`src/timer_channel_pkg.sv`:
```
// constants, modes and carrier types for the timer channel
// assumes a single clock domain and synchronous active-high reset
package timer_channel_pkg;
  localparam int unsigned clk_period_ns = 8;
  localparam logic [15:0] count_zero = 16'h0000;
  localparam logic [15:0] count_all_ones = 16'hffff;
  localparam logic [15:0] count_step = 16'h0001;
  localparam logic [15:0] counter_reset_value = 16'h0000;
  localparam logic [15:0] data_reset_value = 16'h0000;
  localparam logic [15:0] prescale_reset_value = 16'h0000;
  // register indices on the plain port
  localparam logic [3:0] addr_start = 4'h0;
  localparam logic [3:0] addr_stop = 4'h1;
  localparam logic [3:0] addr_mode = 4'h2;
  localparam logic [3:0] addr_data = 4'h3;
  localparam logic [3:0] addr_counter = 4'h4;
  localparam logic [3:0] addr_enabled = 4'h5;
  localparam logic [3:0] addr_out_latch = 4'h6;
  localparam logic [3:0] addr_out_enable = 4'h7;
  localparam logic [3:0] addr_out_mode = 4'h8;
  localparam logic [3:0] addr_out_polarity = 4'h9;
  localparam logic [3:0] addr_prescale = 4'ha;
  // mode register field positions
  localparam int unsigned mode_op_lsb = 0;
  localparam int unsigned mode_start_irq_bit = 2;
  localparam int unsigned mode_edge_clock_bit = 3;
  localparam int unsigned mode_filter_bit = 4;
  localparam int unsigned mode_falling_bit = 5;
  localparam logic [15:0] mode_reset_value = 16'h0000;

  typedef enum logic [1:0] {
    op_capture = 2'b00,
    op_one_count = 2'b01,
    op_capture_one_count = 2'b10,
    op_reserved = 2'b11
  } op_mode_type;

  typedef enum logic [1:0] {
    st_idle = 2'b00,
    st_wait_clock = 2'b01,
    st_wait_trigger = 2'b10,
    st_counting = 2'b11
  } chan_state_type;

  typedef struct packed {
    logic [3:0] addr;
    logic [15:0] wdata;
    logic write;
    logic read;
  } reg_req_type;

  typedef struct packed {
    logic falling;
    logic filter;
    logic edge_clock;
    logic start_irq;
    op_mode_type op;
  } mode_cfg_type;
endpackage

```
`src/timer_channel_capture_oneshot_output.sv`:
```
// one 16-bit timer channel: capture, one-count, capture plus one-count, output latch
// assumes inputs synchronous to clk; the slave interrupt comes from a neighbour channel
// Operation
// filter adds two operating-clock cycles of latency; the code adds one
// start sets enabled flag, counter holds value
// first count clock triggers, loads zero, counts up
// start-interrupt select raises interrupt on trigger; the code does so in capture mode only
// capture edge copies counter, raises interrupt
// after capture counting restarts from zero
// one-count waits rising edge, loads data, down
// one-count zero: interrupt, counter all ones, stop
// capture-one-count rising edge loads zero, counts up
// capture-one-count falling edge captures, raises interrupt
// first period may be one count clock long
// master mode toggles on interrupt, ignores polarity
// slave mode sets/resets per polarity
// simultaneous interrupts: reset wins, set masked
// enabled output ignores software latch writes
// disabled output accepts writes, blocks interrupts
// output latch always readable as pin level
// output settings never disturb counter operation
// software orders output setup before start
// master mode start toggle inverts output
// edge count clock synchronised to operating clock
// clock enable, trigger, interrupt are one-cycle pulses
// sixteen-bit counter wraps modulo 65536 upward
module timer_channel_capture_oneshot_output
  import timer_channel_pkg::*;
(
  // clock, reset, enable
  input wire logic clk,
  input wire logic rst,
  input wire logic ce,
  // register port
  input wire logic [3:0] reg_addr,
  input wire logic [15:0] reg_wdata,
  input wire logic reg_write,
  input wire logic reg_read,
  output logic [15:0] reg_rdata,
  // pins and neighbour events
  input wire logic timer_input_pin,
  input wire logic slave_channel_interrupt,
  output logic timer_output_pin,
  output logic master_channel_interrupt,
  output logic channel_enabled_flag
);

  reg_req_type req;
  mode_cfg_type cfg;
  chan_state_type state;
  logic [15:0] channel_counter;
  logic [15:0] channel_data_reg;
  logic [15:0] prescale;
  logic [15:0] prescale_count;
  logic op_clock_enable;
  logic sync_first;
  logic sync_second;
  logic filter_stage;
  logic filter_out;
  logic edge_seen;
  logic edge_clock;
  logic count_clock;
  logic rise_detect;
  logic fall_detect;
  logic valid_edge;
  logic start_trigger;
  logic output_enable_bit;
  logic output_mode_select;
  logic output_polarity_select;
  logic [15:0] mode_word;
  logic latch_set;
  logic latch_reset;
  logic latch_toggle;

  assign req = '{addr: reg_addr, wdata: reg_wdata, write: reg_write, read: reg_read};
  assign cfg = mode_cfg_type'(mode_word[5:0]);

  function automatic logic hit(input reg_req_type r, input logic [3:0] a);
    return r.write && (r.addr == a);
  endfunction

  // operating clock: a one-cycle enable every prescale+1 system clocks
  always_ff @(posedge clk) begin
    if (rst) begin
      prescale_count <= prescale_reset_value;
      op_clock_enable <= 1'b0;
    end else if (ce) begin
      if (prescale_count >= prescale) begin
        prescale_count <= count_zero;
        op_clock_enable <= 1'b1;
      end else begin
        prescale_count <= prescale_count + count_step;
        op_clock_enable <= 1'b0;
      end
    end
  end

  // input sampled on the operating clock, optional two-sample filter
  always_ff @(posedge clk) begin
    if (rst) begin
      sync_first <= 1'b0;
      sync_second <= 1'b0;
      filter_stage <= 1'b0;
      filter_out <= 1'b0;
      edge_seen <= 1'b0;
    end else if (ce && op_clock_enable) begin
      sync_first <= timer_input_pin;
      sync_second <= sync_first;
      filter_stage <= sync_second;
      if (!cfg.filter) begin
        filter_out <= sync_second;
      end else if (sync_second == filter_stage) begin
        filter_out <= filter_stage;
      end
      edge_seen <= filter_out;
    end
  end

  assign rise_detect = op_clock_enable && filter_out && !edge_seen;
  assign fall_detect = op_clock_enable && !filter_out && edge_seen;
  assign valid_edge = cfg.falling ? fall_detect : rise_detect;
  assign edge_clock = valid_edge;
  assign count_clock = cfg.edge_clock ? edge_clock : op_clock_enable;

  // start trigger is combinational so the same cycle loads the counter
  always_comb begin
    start_trigger = 1'b0;
    unique case (state)
      st_wait_clock: start_trigger = count_clock;
      st_wait_trigger: start_trigger = rise_detect;
      st_idle, st_counting: start_trigger = 1'b0;
    endcase
  end

  // channel state, counter and capture; output settings are not read here
  always_ff @(posedge clk) begin
    if (rst) begin
      state <= st_idle;
      channel_enabled_flag <= 1'b0;
      channel_counter <= counter_reset_value;
      channel_data_reg <= data_reset_value;
      master_channel_interrupt <= 1'b0;
    end else if (ce) begin
      master_channel_interrupt <= 1'b0;
      if (hit(req, addr_data)) begin
        channel_data_reg <= req.wdata;
      end
      if (hit(req, addr_stop) && req.wdata[0]) begin
        state <= st_idle;
        channel_enabled_flag <= 1'b0;
      end else if (hit(req, addr_start) && req.wdata[0] && state == st_idle) begin
        channel_enabled_flag <= 1'b1;
        state <= (cfg.op == op_capture) ? st_wait_clock : st_wait_trigger;
      end else begin
        unique case (state)
          st_idle: state <= st_idle;
          st_wait_clock, st_wait_trigger: begin
            if (start_trigger) begin
              state <= st_counting;
              if (cfg.op == op_one_count) begin
                channel_counter <= channel_data_reg;
              end else begin
                channel_counter <= count_zero;
              end
              if (cfg.start_irq && cfg.op == op_capture) begin
                master_channel_interrupt <= 1'b1;
              end
            end
          end
          st_counting: begin
            unique case (cfg.op)
              op_capture: begin
                if (valid_edge) begin
                  channel_data_reg <= channel_counter;
                  channel_counter <= count_zero;
                  master_channel_interrupt <= 1'b1;
                end else if (count_clock) begin
                  channel_counter <= channel_counter + count_step;
                end
              end
              op_one_count: begin
                if (count_clock) begin
                  if (channel_counter == count_zero) begin
                    channel_counter <= count_all_ones;
                    master_channel_interrupt <= 1'b1;
                    state <= st_wait_trigger;
                  end else begin
                    channel_counter <= channel_counter - count_step;
                  end
                end
              end
              op_capture_one_count: begin
                if (fall_detect) begin
                  channel_data_reg <= channel_counter;
                  master_channel_interrupt <= 1'b1;
                  state <= st_wait_trigger;
                end else if (count_clock) begin
                  channel_counter <= channel_counter + count_step;
                end
              end
              default: state <= st_idle;
            endcase
          end
        endcase
      end
    end
  end

  // configuration registers
  always_ff @(posedge clk) begin
    if (rst) begin
      mode_word <= mode_reset_value;
      prescale <= prescale_reset_value;
      output_enable_bit <= 1'b0;
      output_mode_select <= 1'b0;
      output_polarity_select <= 1'b0;
    end else if (ce) begin
      if (hit(req, addr_mode)) begin
        mode_word <= req.wdata;
      end
      if (hit(req, addr_prescale)) begin
        prescale <= req.wdata;
      end
      if (hit(req, addr_out_enable)) begin
        output_enable_bit <= req.wdata[0];
      end
      if (hit(req, addr_out_mode)) begin
        output_mode_select <= req.wdata[0];
      end
      if (hit(req, addr_out_polarity)) begin
        output_polarity_select <= req.wdata[0];
      end
    end
  end

  // output events; polarity only matters in slave mode
  always_comb begin
    latch_set = 1'b0;
    latch_reset = 1'b0;
    latch_toggle = 1'b0;
    if (!output_mode_select) begin
      latch_toggle = master_channel_interrupt;
    end else if (!output_polarity_select) begin
      latch_set = master_channel_interrupt;
      latch_reset = slave_channel_interrupt;
    end else begin
      latch_set = slave_channel_interrupt;
      latch_reset = master_channel_interrupt;
    end
  end

  always_ff @(posedge clk) begin
    if (rst) begin
      timer_output_pin <= 1'b0;
    end else if (ce) begin
      if (output_enable_bit) begin
        if (latch_reset) begin
          timer_output_pin <= 1'b0;
        end else if (latch_set) begin
          timer_output_pin <= 1'b1;
        end else if (latch_toggle) begin
          timer_output_pin <= !timer_output_pin;
        end
      end else if (hit(req, addr_out_latch)) begin
        timer_output_pin <= req.wdata[0];
      end
    end
  end

  // read data in the cycle after the strobe
  always_ff @(posedge clk) begin
    if (rst) begin
      reg_rdata <= count_zero;
    end else if (ce) begin
      reg_rdata <= count_zero;
      if (req.read) begin
        unique case (req.addr)
          addr_mode: reg_rdata <= mode_word;
          addr_data: reg_rdata <= channel_data_reg;
          addr_counter: reg_rdata <= channel_counter;
          addr_enabled: reg_rdata <= {15'h0000, channel_enabled_flag};
          addr_out_latch: reg_rdata <= {15'h0000, timer_output_pin};
          addr_out_enable: reg_rdata <= {15'h0000, output_enable_bit};
          addr_out_mode: reg_rdata <= {15'h0000, output_mode_select};
          addr_out_polarity: reg_rdata <= {15'h0000, output_polarity_select};
          addr_prescale: reg_rdata <= prescale;
          default: reg_rdata <= count_zero;
        endcase
      end
    end
  end

endmodule

```
`config.mk`:
```
export PLATFORM = sky130hd
export DESIGN_NAME = timer_channel_capture_oneshot_output
export DESIGN_NICKNAME = d
export VERILOG_FILES = /design/src/timer_channel_pkg.sv /design/src/timer_channel_capture_oneshot_output.sv
export SDC_FILE = /design/constraint.sdc
export NUM_CORES = 1
export LEC_CHECK = 0
export BUFFER_PORTS_ARGS = -buffer_cell sky130_fd_sc_hd__buf_2
export CAP_MARGIN = 20
export CORE_MARGIN = 2
export CORE_UTILIZATION = 45
export CTS_CLUSTER_SIZE = 20
export DETAILED_ROUTE_END_ITERATION = 10
export PLACE_DENSITY = 0.65
export SYNTH_ARGS = -nofsm -noshare
export SYNTH_HDL_FRONTEND = slang
export SYNTH_SLANG_ARGS = --single-unit
export TNS_END_PERCENT = 1
```
`constraint.sdc`:
```
create_clock -name clk -period 7 [get_ports clk]
set_input_delay 0.7 -clock clk [delete_from_list [all_inputs] [get_ports clk]]
set_output_delay 0.7 -clock clk [all_outputs]
set_load 0.01 [all_outputs]
```
Word level (Yosys, flattened, before mapping) --
Index checks and enable logic that the tools add are counted.
Word-level totals: output and inout port bits 19, word-level logic and storage cells 148, register bits 110
Cells by class: order comparisons 1, bitwise gates (word level) 2, reductions and logical operators 40, equal/unequal tests 27, $add $sub $neg 3, muxes and demuxes 56
Operators with widths (count):
- 2-to-1 mux 16 bit | 15
- one-hot mux 16 bit (9 select lines) | 1
- one-hot mux 16 bit (2 select lines) | 2
- one-hot mux 16 bit (3 select lines) | 1
- adder 16 x 1 -> 16 bit (second input constant) | 2
- 2-to-1 mux 1 bit | 25
- logical AND 1 bit | 18
- == test 4 x 3 -> 1 bit (second input constant) | 4
- >= comparator 16 bit | 1
- logical NOT 16 bit | 1
- subtractor 16 x 1 -> 16 bit (second input constant) | 1
- != test 5 bit (second input constant) | 3
- 2-to-1 mux 2 bit | 7
- AND reduction 2 bit | 7
- == test 4 bit (second input constant) | 3
- != test 4 bit (second input constant) | 3
- one-hot mux 2 bit (3 select lines) | 2
- == test 4 x 2 -> 1 bit (second input constant) | 2
- AND reduction 8 bit | 1
- == test 2 bit (second input constant) | 3
- != test 3 bit (second input constant) | 2
- one-hot mux 1 bit (3 select lines) | 2
- AND reduction 6 bit | 1
- nonzero test 2 bit | 3
- 13 further kinds | 19

Depth between registers and ports, before layout --
depth in word-level cells 10, depth in mapped cells 10, depth with buffers taken out 8

Worst setup path before layout --
Ideal clock, no wire load.
path type input -> register, from in reg_addr[0], to reg channel_data_reg[10], setup slack 4.422 ns, cell stages on the path 8, data arrival time 2.492 ns, required time 6.914 ns, library setup time 0.086 ns, path through buf_1 > nand2_1 > nor3_2 > nand2_1 > clkbuf_1 > mux2i_1 > a2bb2oi_1 > a211oi_1
Between the ends: cells in the longest elaborated chain, start to end 8, elaborated cells between the ends (all ways) 16
RTL lines:
- start, declared | line timer_channel_capture_oneshot_output.sv:35 | input wire logic [3:0] reg_addr,
- == test 4 x 2 -> 1 bit | line timer_channel_capture_oneshot_output.sv:79 | return r.write && (r.addr == a);
- logical AND 1 bit | line timer_channel_capture_oneshot_output.sv:79
- 2-to-1 mux 16 bit | line timer_channel_capture_oneshot_output.sv:145 | if (hit(req, addr_data)) begin
- 2-to-1 mux 16 bit (on tied branches) | line timer_channel_capture_oneshot_output.sv:193, timer_channel_capture_oneshot_output.sv:173
- one-hot mux 16 bit (2 select lines) | line timer_channel_capture_oneshot_output.sv:171 | unique case (cfg.op)
- 2-to-1 mux 16 bit | line timer_channel_capture_oneshot_output.sv:155 | unique case (state)
- 2-to-1 mux 16 bit | line timer_channel_capture_oneshot_output.sv:151 | end else if (hit(req, addr_start) && req.wdata[0] && state == st_idle) begin
- 2-to-1 mux 16 bit (*) | line timer_channel_capture_oneshot_output.sv:148 | if (hit(req, addr_stop) && req.wdata[0]) begin
- end signal, assigned | line timer_channel_capture_oneshot_output.sv:141 | channel_data_reg <= data_reset_value;
- end signal, assigned | line timer_channel_capture_oneshot_output.sv:146 | channel_data_reg <= req.wdata;
- end signal, assigned | line timer_channel_capture_oneshot_output.sv:174 | channel_data_reg <= channel_counter;
- end, declared | line timer_channel_capture_oneshot_output.sv:52 | logic [15:0] channel_data_reg;
Every way passes the cells marked *; elsewhere a longest branch is shown, timed or not. A chain may end at the register's enable or synchronous reset.

Worst setup path in the final report --
from in ce, to reg channel_counter[11]
Between the ends: cells in the longest elaborated chain, start to end 1
RTL lines:
- start, declared | line timer_channel_capture_oneshot_output.sv:33 | input wire logic ce,
- AND reduction 8 bit (no line)
- end signal, assigned | line timer_channel_capture_oneshot_output.sv:140 | channel_counter <= counter_reset_value;
- end signal, assigned | line timer_channel_capture_oneshot_output.sv:161 | channel_counter <= channel_data_reg;
- end signal, assigned | line timer_channel_capture_oneshot_output.sv:163 | channel_counter <= count_zero;
- end, declared | line timer_channel_capture_oneshot_output.sv:51 | logic [15:0] channel_counter;
No other way between the ends.

==> metrics <==
status=complete, no violations; Hold/Removal Path Class=flip-flop to flip-flop; Slew Viols, Final=0; relative slew slack=35.66%; most common cell after layout, fill and taps aside=nand2_1; # DRC=0; Core Util, Final=50.51%; placed cell area=7049 sq um; vias=6585; most frequent cells in the layout=112 x nand2_1, 110 x dfxtp_1, 106 x a21oi_1, 54 x nor2_1, 44 x buf_2; Detailed Place HPWL=13.83 mm; slowest stage delay, CP=0.65 ns; Area growth, synth to finish=8.557%; Async SR Flop Fraction=0%; fin nets=922; synth warn=0; VDD IR max=0.1630 mV; largest net degree at the start of global routing=68; total net switching power=0.4490 mW; synthesized area=6814 sq um; Crit-path slowest cell=or4_1; sequential share of power=43.6%; type of origin of the critical path=primary input; Final Power=1.543 mW; Layout Skew=0.01094 ns; CTS root buf=clkbuf_16; hold_buf cts=0; syn_area_per_cell=7.787 sq um; layout cell share with drive strength beyond 1=9.655%; postcts setup bufs=0; I/O pin cnt=46; leakage power=2.688 nW; post-cts sizing count=0; crit path max fanout=67; CTS clk-pin slew, worst paths=0.07 ns; total of max-cap violations=0; Mapped Nets=931; Gate power share=18.3%; Synth Flop Type=dfxtp_1; CTS buffer count=9; cell family with most CP delay=buffers and inverters; drt first pass iters=6; initial antenna violation count=0; worst path required time=7.29 ns; design area=7397 sq um; vias per cell=6.248; Buf+Inv Stages, Crit Path=3; Hold Fails Final Rpt=0; initial core utilization=46.53%; flops & latches, synth=110; Clk pwr share=38.1%; # setup viols final=0; aggregate global routing overflow=0; Critical Path AT=3.77 ns; critical path, cell by cell=buf_2, buf_4, inv_1, or4_1, a21o_1, or3_1, a211oi_2; Worst Setup End Kind=flip-flop; TritonCTS Sinks=110; pwr dens=208.6 nW/um^2; final wirelength=20.23 mm; Fin Setup TNS=0 ns; EDFF count, synth=0; Final min period=3.485 ns; Die W=127.1 um; number of global-route vias before repair=6142; antenna-violating nets left=0; sw frac=29.09%; port buffer count=45; post-synth cell types=73; routability cong.=0.8419; FMAX=286.9 MHz; All-Layer GR Usage=25.44%; sequential share of the synthesized area=32.32%; Syn Inst Count=875; DIE AREA=16140 sq um; # diodes=0; worst slew pin tran=0.9628 ns; wire per inst=19.20 um; CORE AREA=14640 sq um; fill cell count=1450; num rows=44; r2r setup slk=3.82 ns; H-tree levels=3; RSZ-0062 raised after global routing=no; WS Path Type=primary input to flip-flop; Skew-Pair Late Insertion Delay=0.36 ns; final worst-path cycle share=49.79%; Max clock buf depth=2; Int Power=1.094 mW; Die H=127.1 um; CTS tree=yes; first-pass GRT wire length=33.10 mm; DRT iter0 DRCs=577
-- per-stage QoR --
stage | hold WS (ns) | setup slack [ns] | instances
floorplan | 0.4332 | 4.422 | 875
global placement | 0.4428 | 3.254 | 1038
detailed placement | 0.4473 | 3.183 | 1038
CTS | 0.4577 | 3.551 | 1053
global route | 0.4844 | 3.319 | 1054
finish | 0.4574 | 3.515 | 1054
-- synth_stat cells (all sizes together), types with 7 or more instances --
cell type / n / area share, %
nor2: 54 / 3.0
nor2b: 8 / 0.73
dfxtp: 110 / 32
nand3: 23 / 1.7
a211oi: 33 / 3.7
or4: 10 / 1.2
and3: 9 / 0.83
a21o: 7 / 0.77
o221ai: 7 / 0.99
inv: 43 / 2.4
nand2b: 8 / 0.73
mux2i: 22 / 3.2
ha: 29 / 5.3
o21ai: 18 / 1.3
xor2: 12 / 1.5
a311oi: 8 / 1.1
a2bb2oi: 16 / 2.1
a22oi: 32 / 3.5
xnor2: 16 / 2.1
a21oi: 106 / 7.8
buf: 8 / 0.55
nand4: 10 / 0.92
clkbuf: 67 / 3.7
a32o: 8 / 1.2
nand2: 112 / 6.2
nor3: 22 / 1.7
-- worst reg2reg max path: cells and delay by family, from the launching register on --
family	cells	cell delay, ns
compound gates	5	1.66
simple gates	1	0.61
flops	1	0.44
buf+inv	1	0.18
fa+ha+maj	1	0.18
-- area by class of cell --
| class | instances | area [sq um] | share of cell area [%] |
|---|---|---|---|
| Clock buffer | 9 | 225.2 | 3.045 |
| Clock inverter | 6 | 111.4 | 1.505 |
| Inverter | 44 | 165.2 | 2.233 |
| Multi-Input combinational cell | 646 | 4156 | 56.19 |
| Sequential cell | 110 | 2202 | 29.77 |
| Tap cell | 184 | 230.2 | 3.112 |
| Timing Repair Buffer | 55 | 306.5 | 4.144 |
-- logic make-up (layout without fill, tap and decap cells) --
| family | Yosys count | count (layout) | synth area share, % |
|---|---|---|---|
| fa+ha+maj | 29 | 29 | 5.325 |
| compound gates | 283 | 283 | 28.66 |
| xor+xnor | 28 | 28 | 3.599 |
| mux | 23 | 23 | 3.397 |
| flops | 110 | 110 | 32.32 |
| buf+inv | 119 | 114 | 6.684 |
| simple gates | 283 | 283 | 20.01 |
-- layer usage --
metal	global-route usage [%]	up-vias	wire (um)
met5	0	-	0
met3	5.193	23	1467
li1	-	3186	-
met2	40.10	274	9308
met1	35.92	3102	9206
met4	6.141	0	249
-- final timing paths --
path,start,endpoint,cells past startpoint
setup reg to reg,channel_counter[0],state[0],8
hold reg to reg,sync_first,sync_first,2
hold / removal,sync_first,sync_first,2
setup / recovery,ce,channel_counter[11],7
-- power groups by stage --
stage          combinational, mW  sequential (mW)  clock, mW
6_report                   0.282            0.673      0.588
4_1_cts                    0.277            0.672      0.601
5_1_grt                    0.310            0.676      0.626
3_3_place_gp               0.273            0.687          0
2_1_floorplan              0.222            0.668          0
3_5_place_dp               0.275            0.687          0
Power figures use the tool's default switching activity.
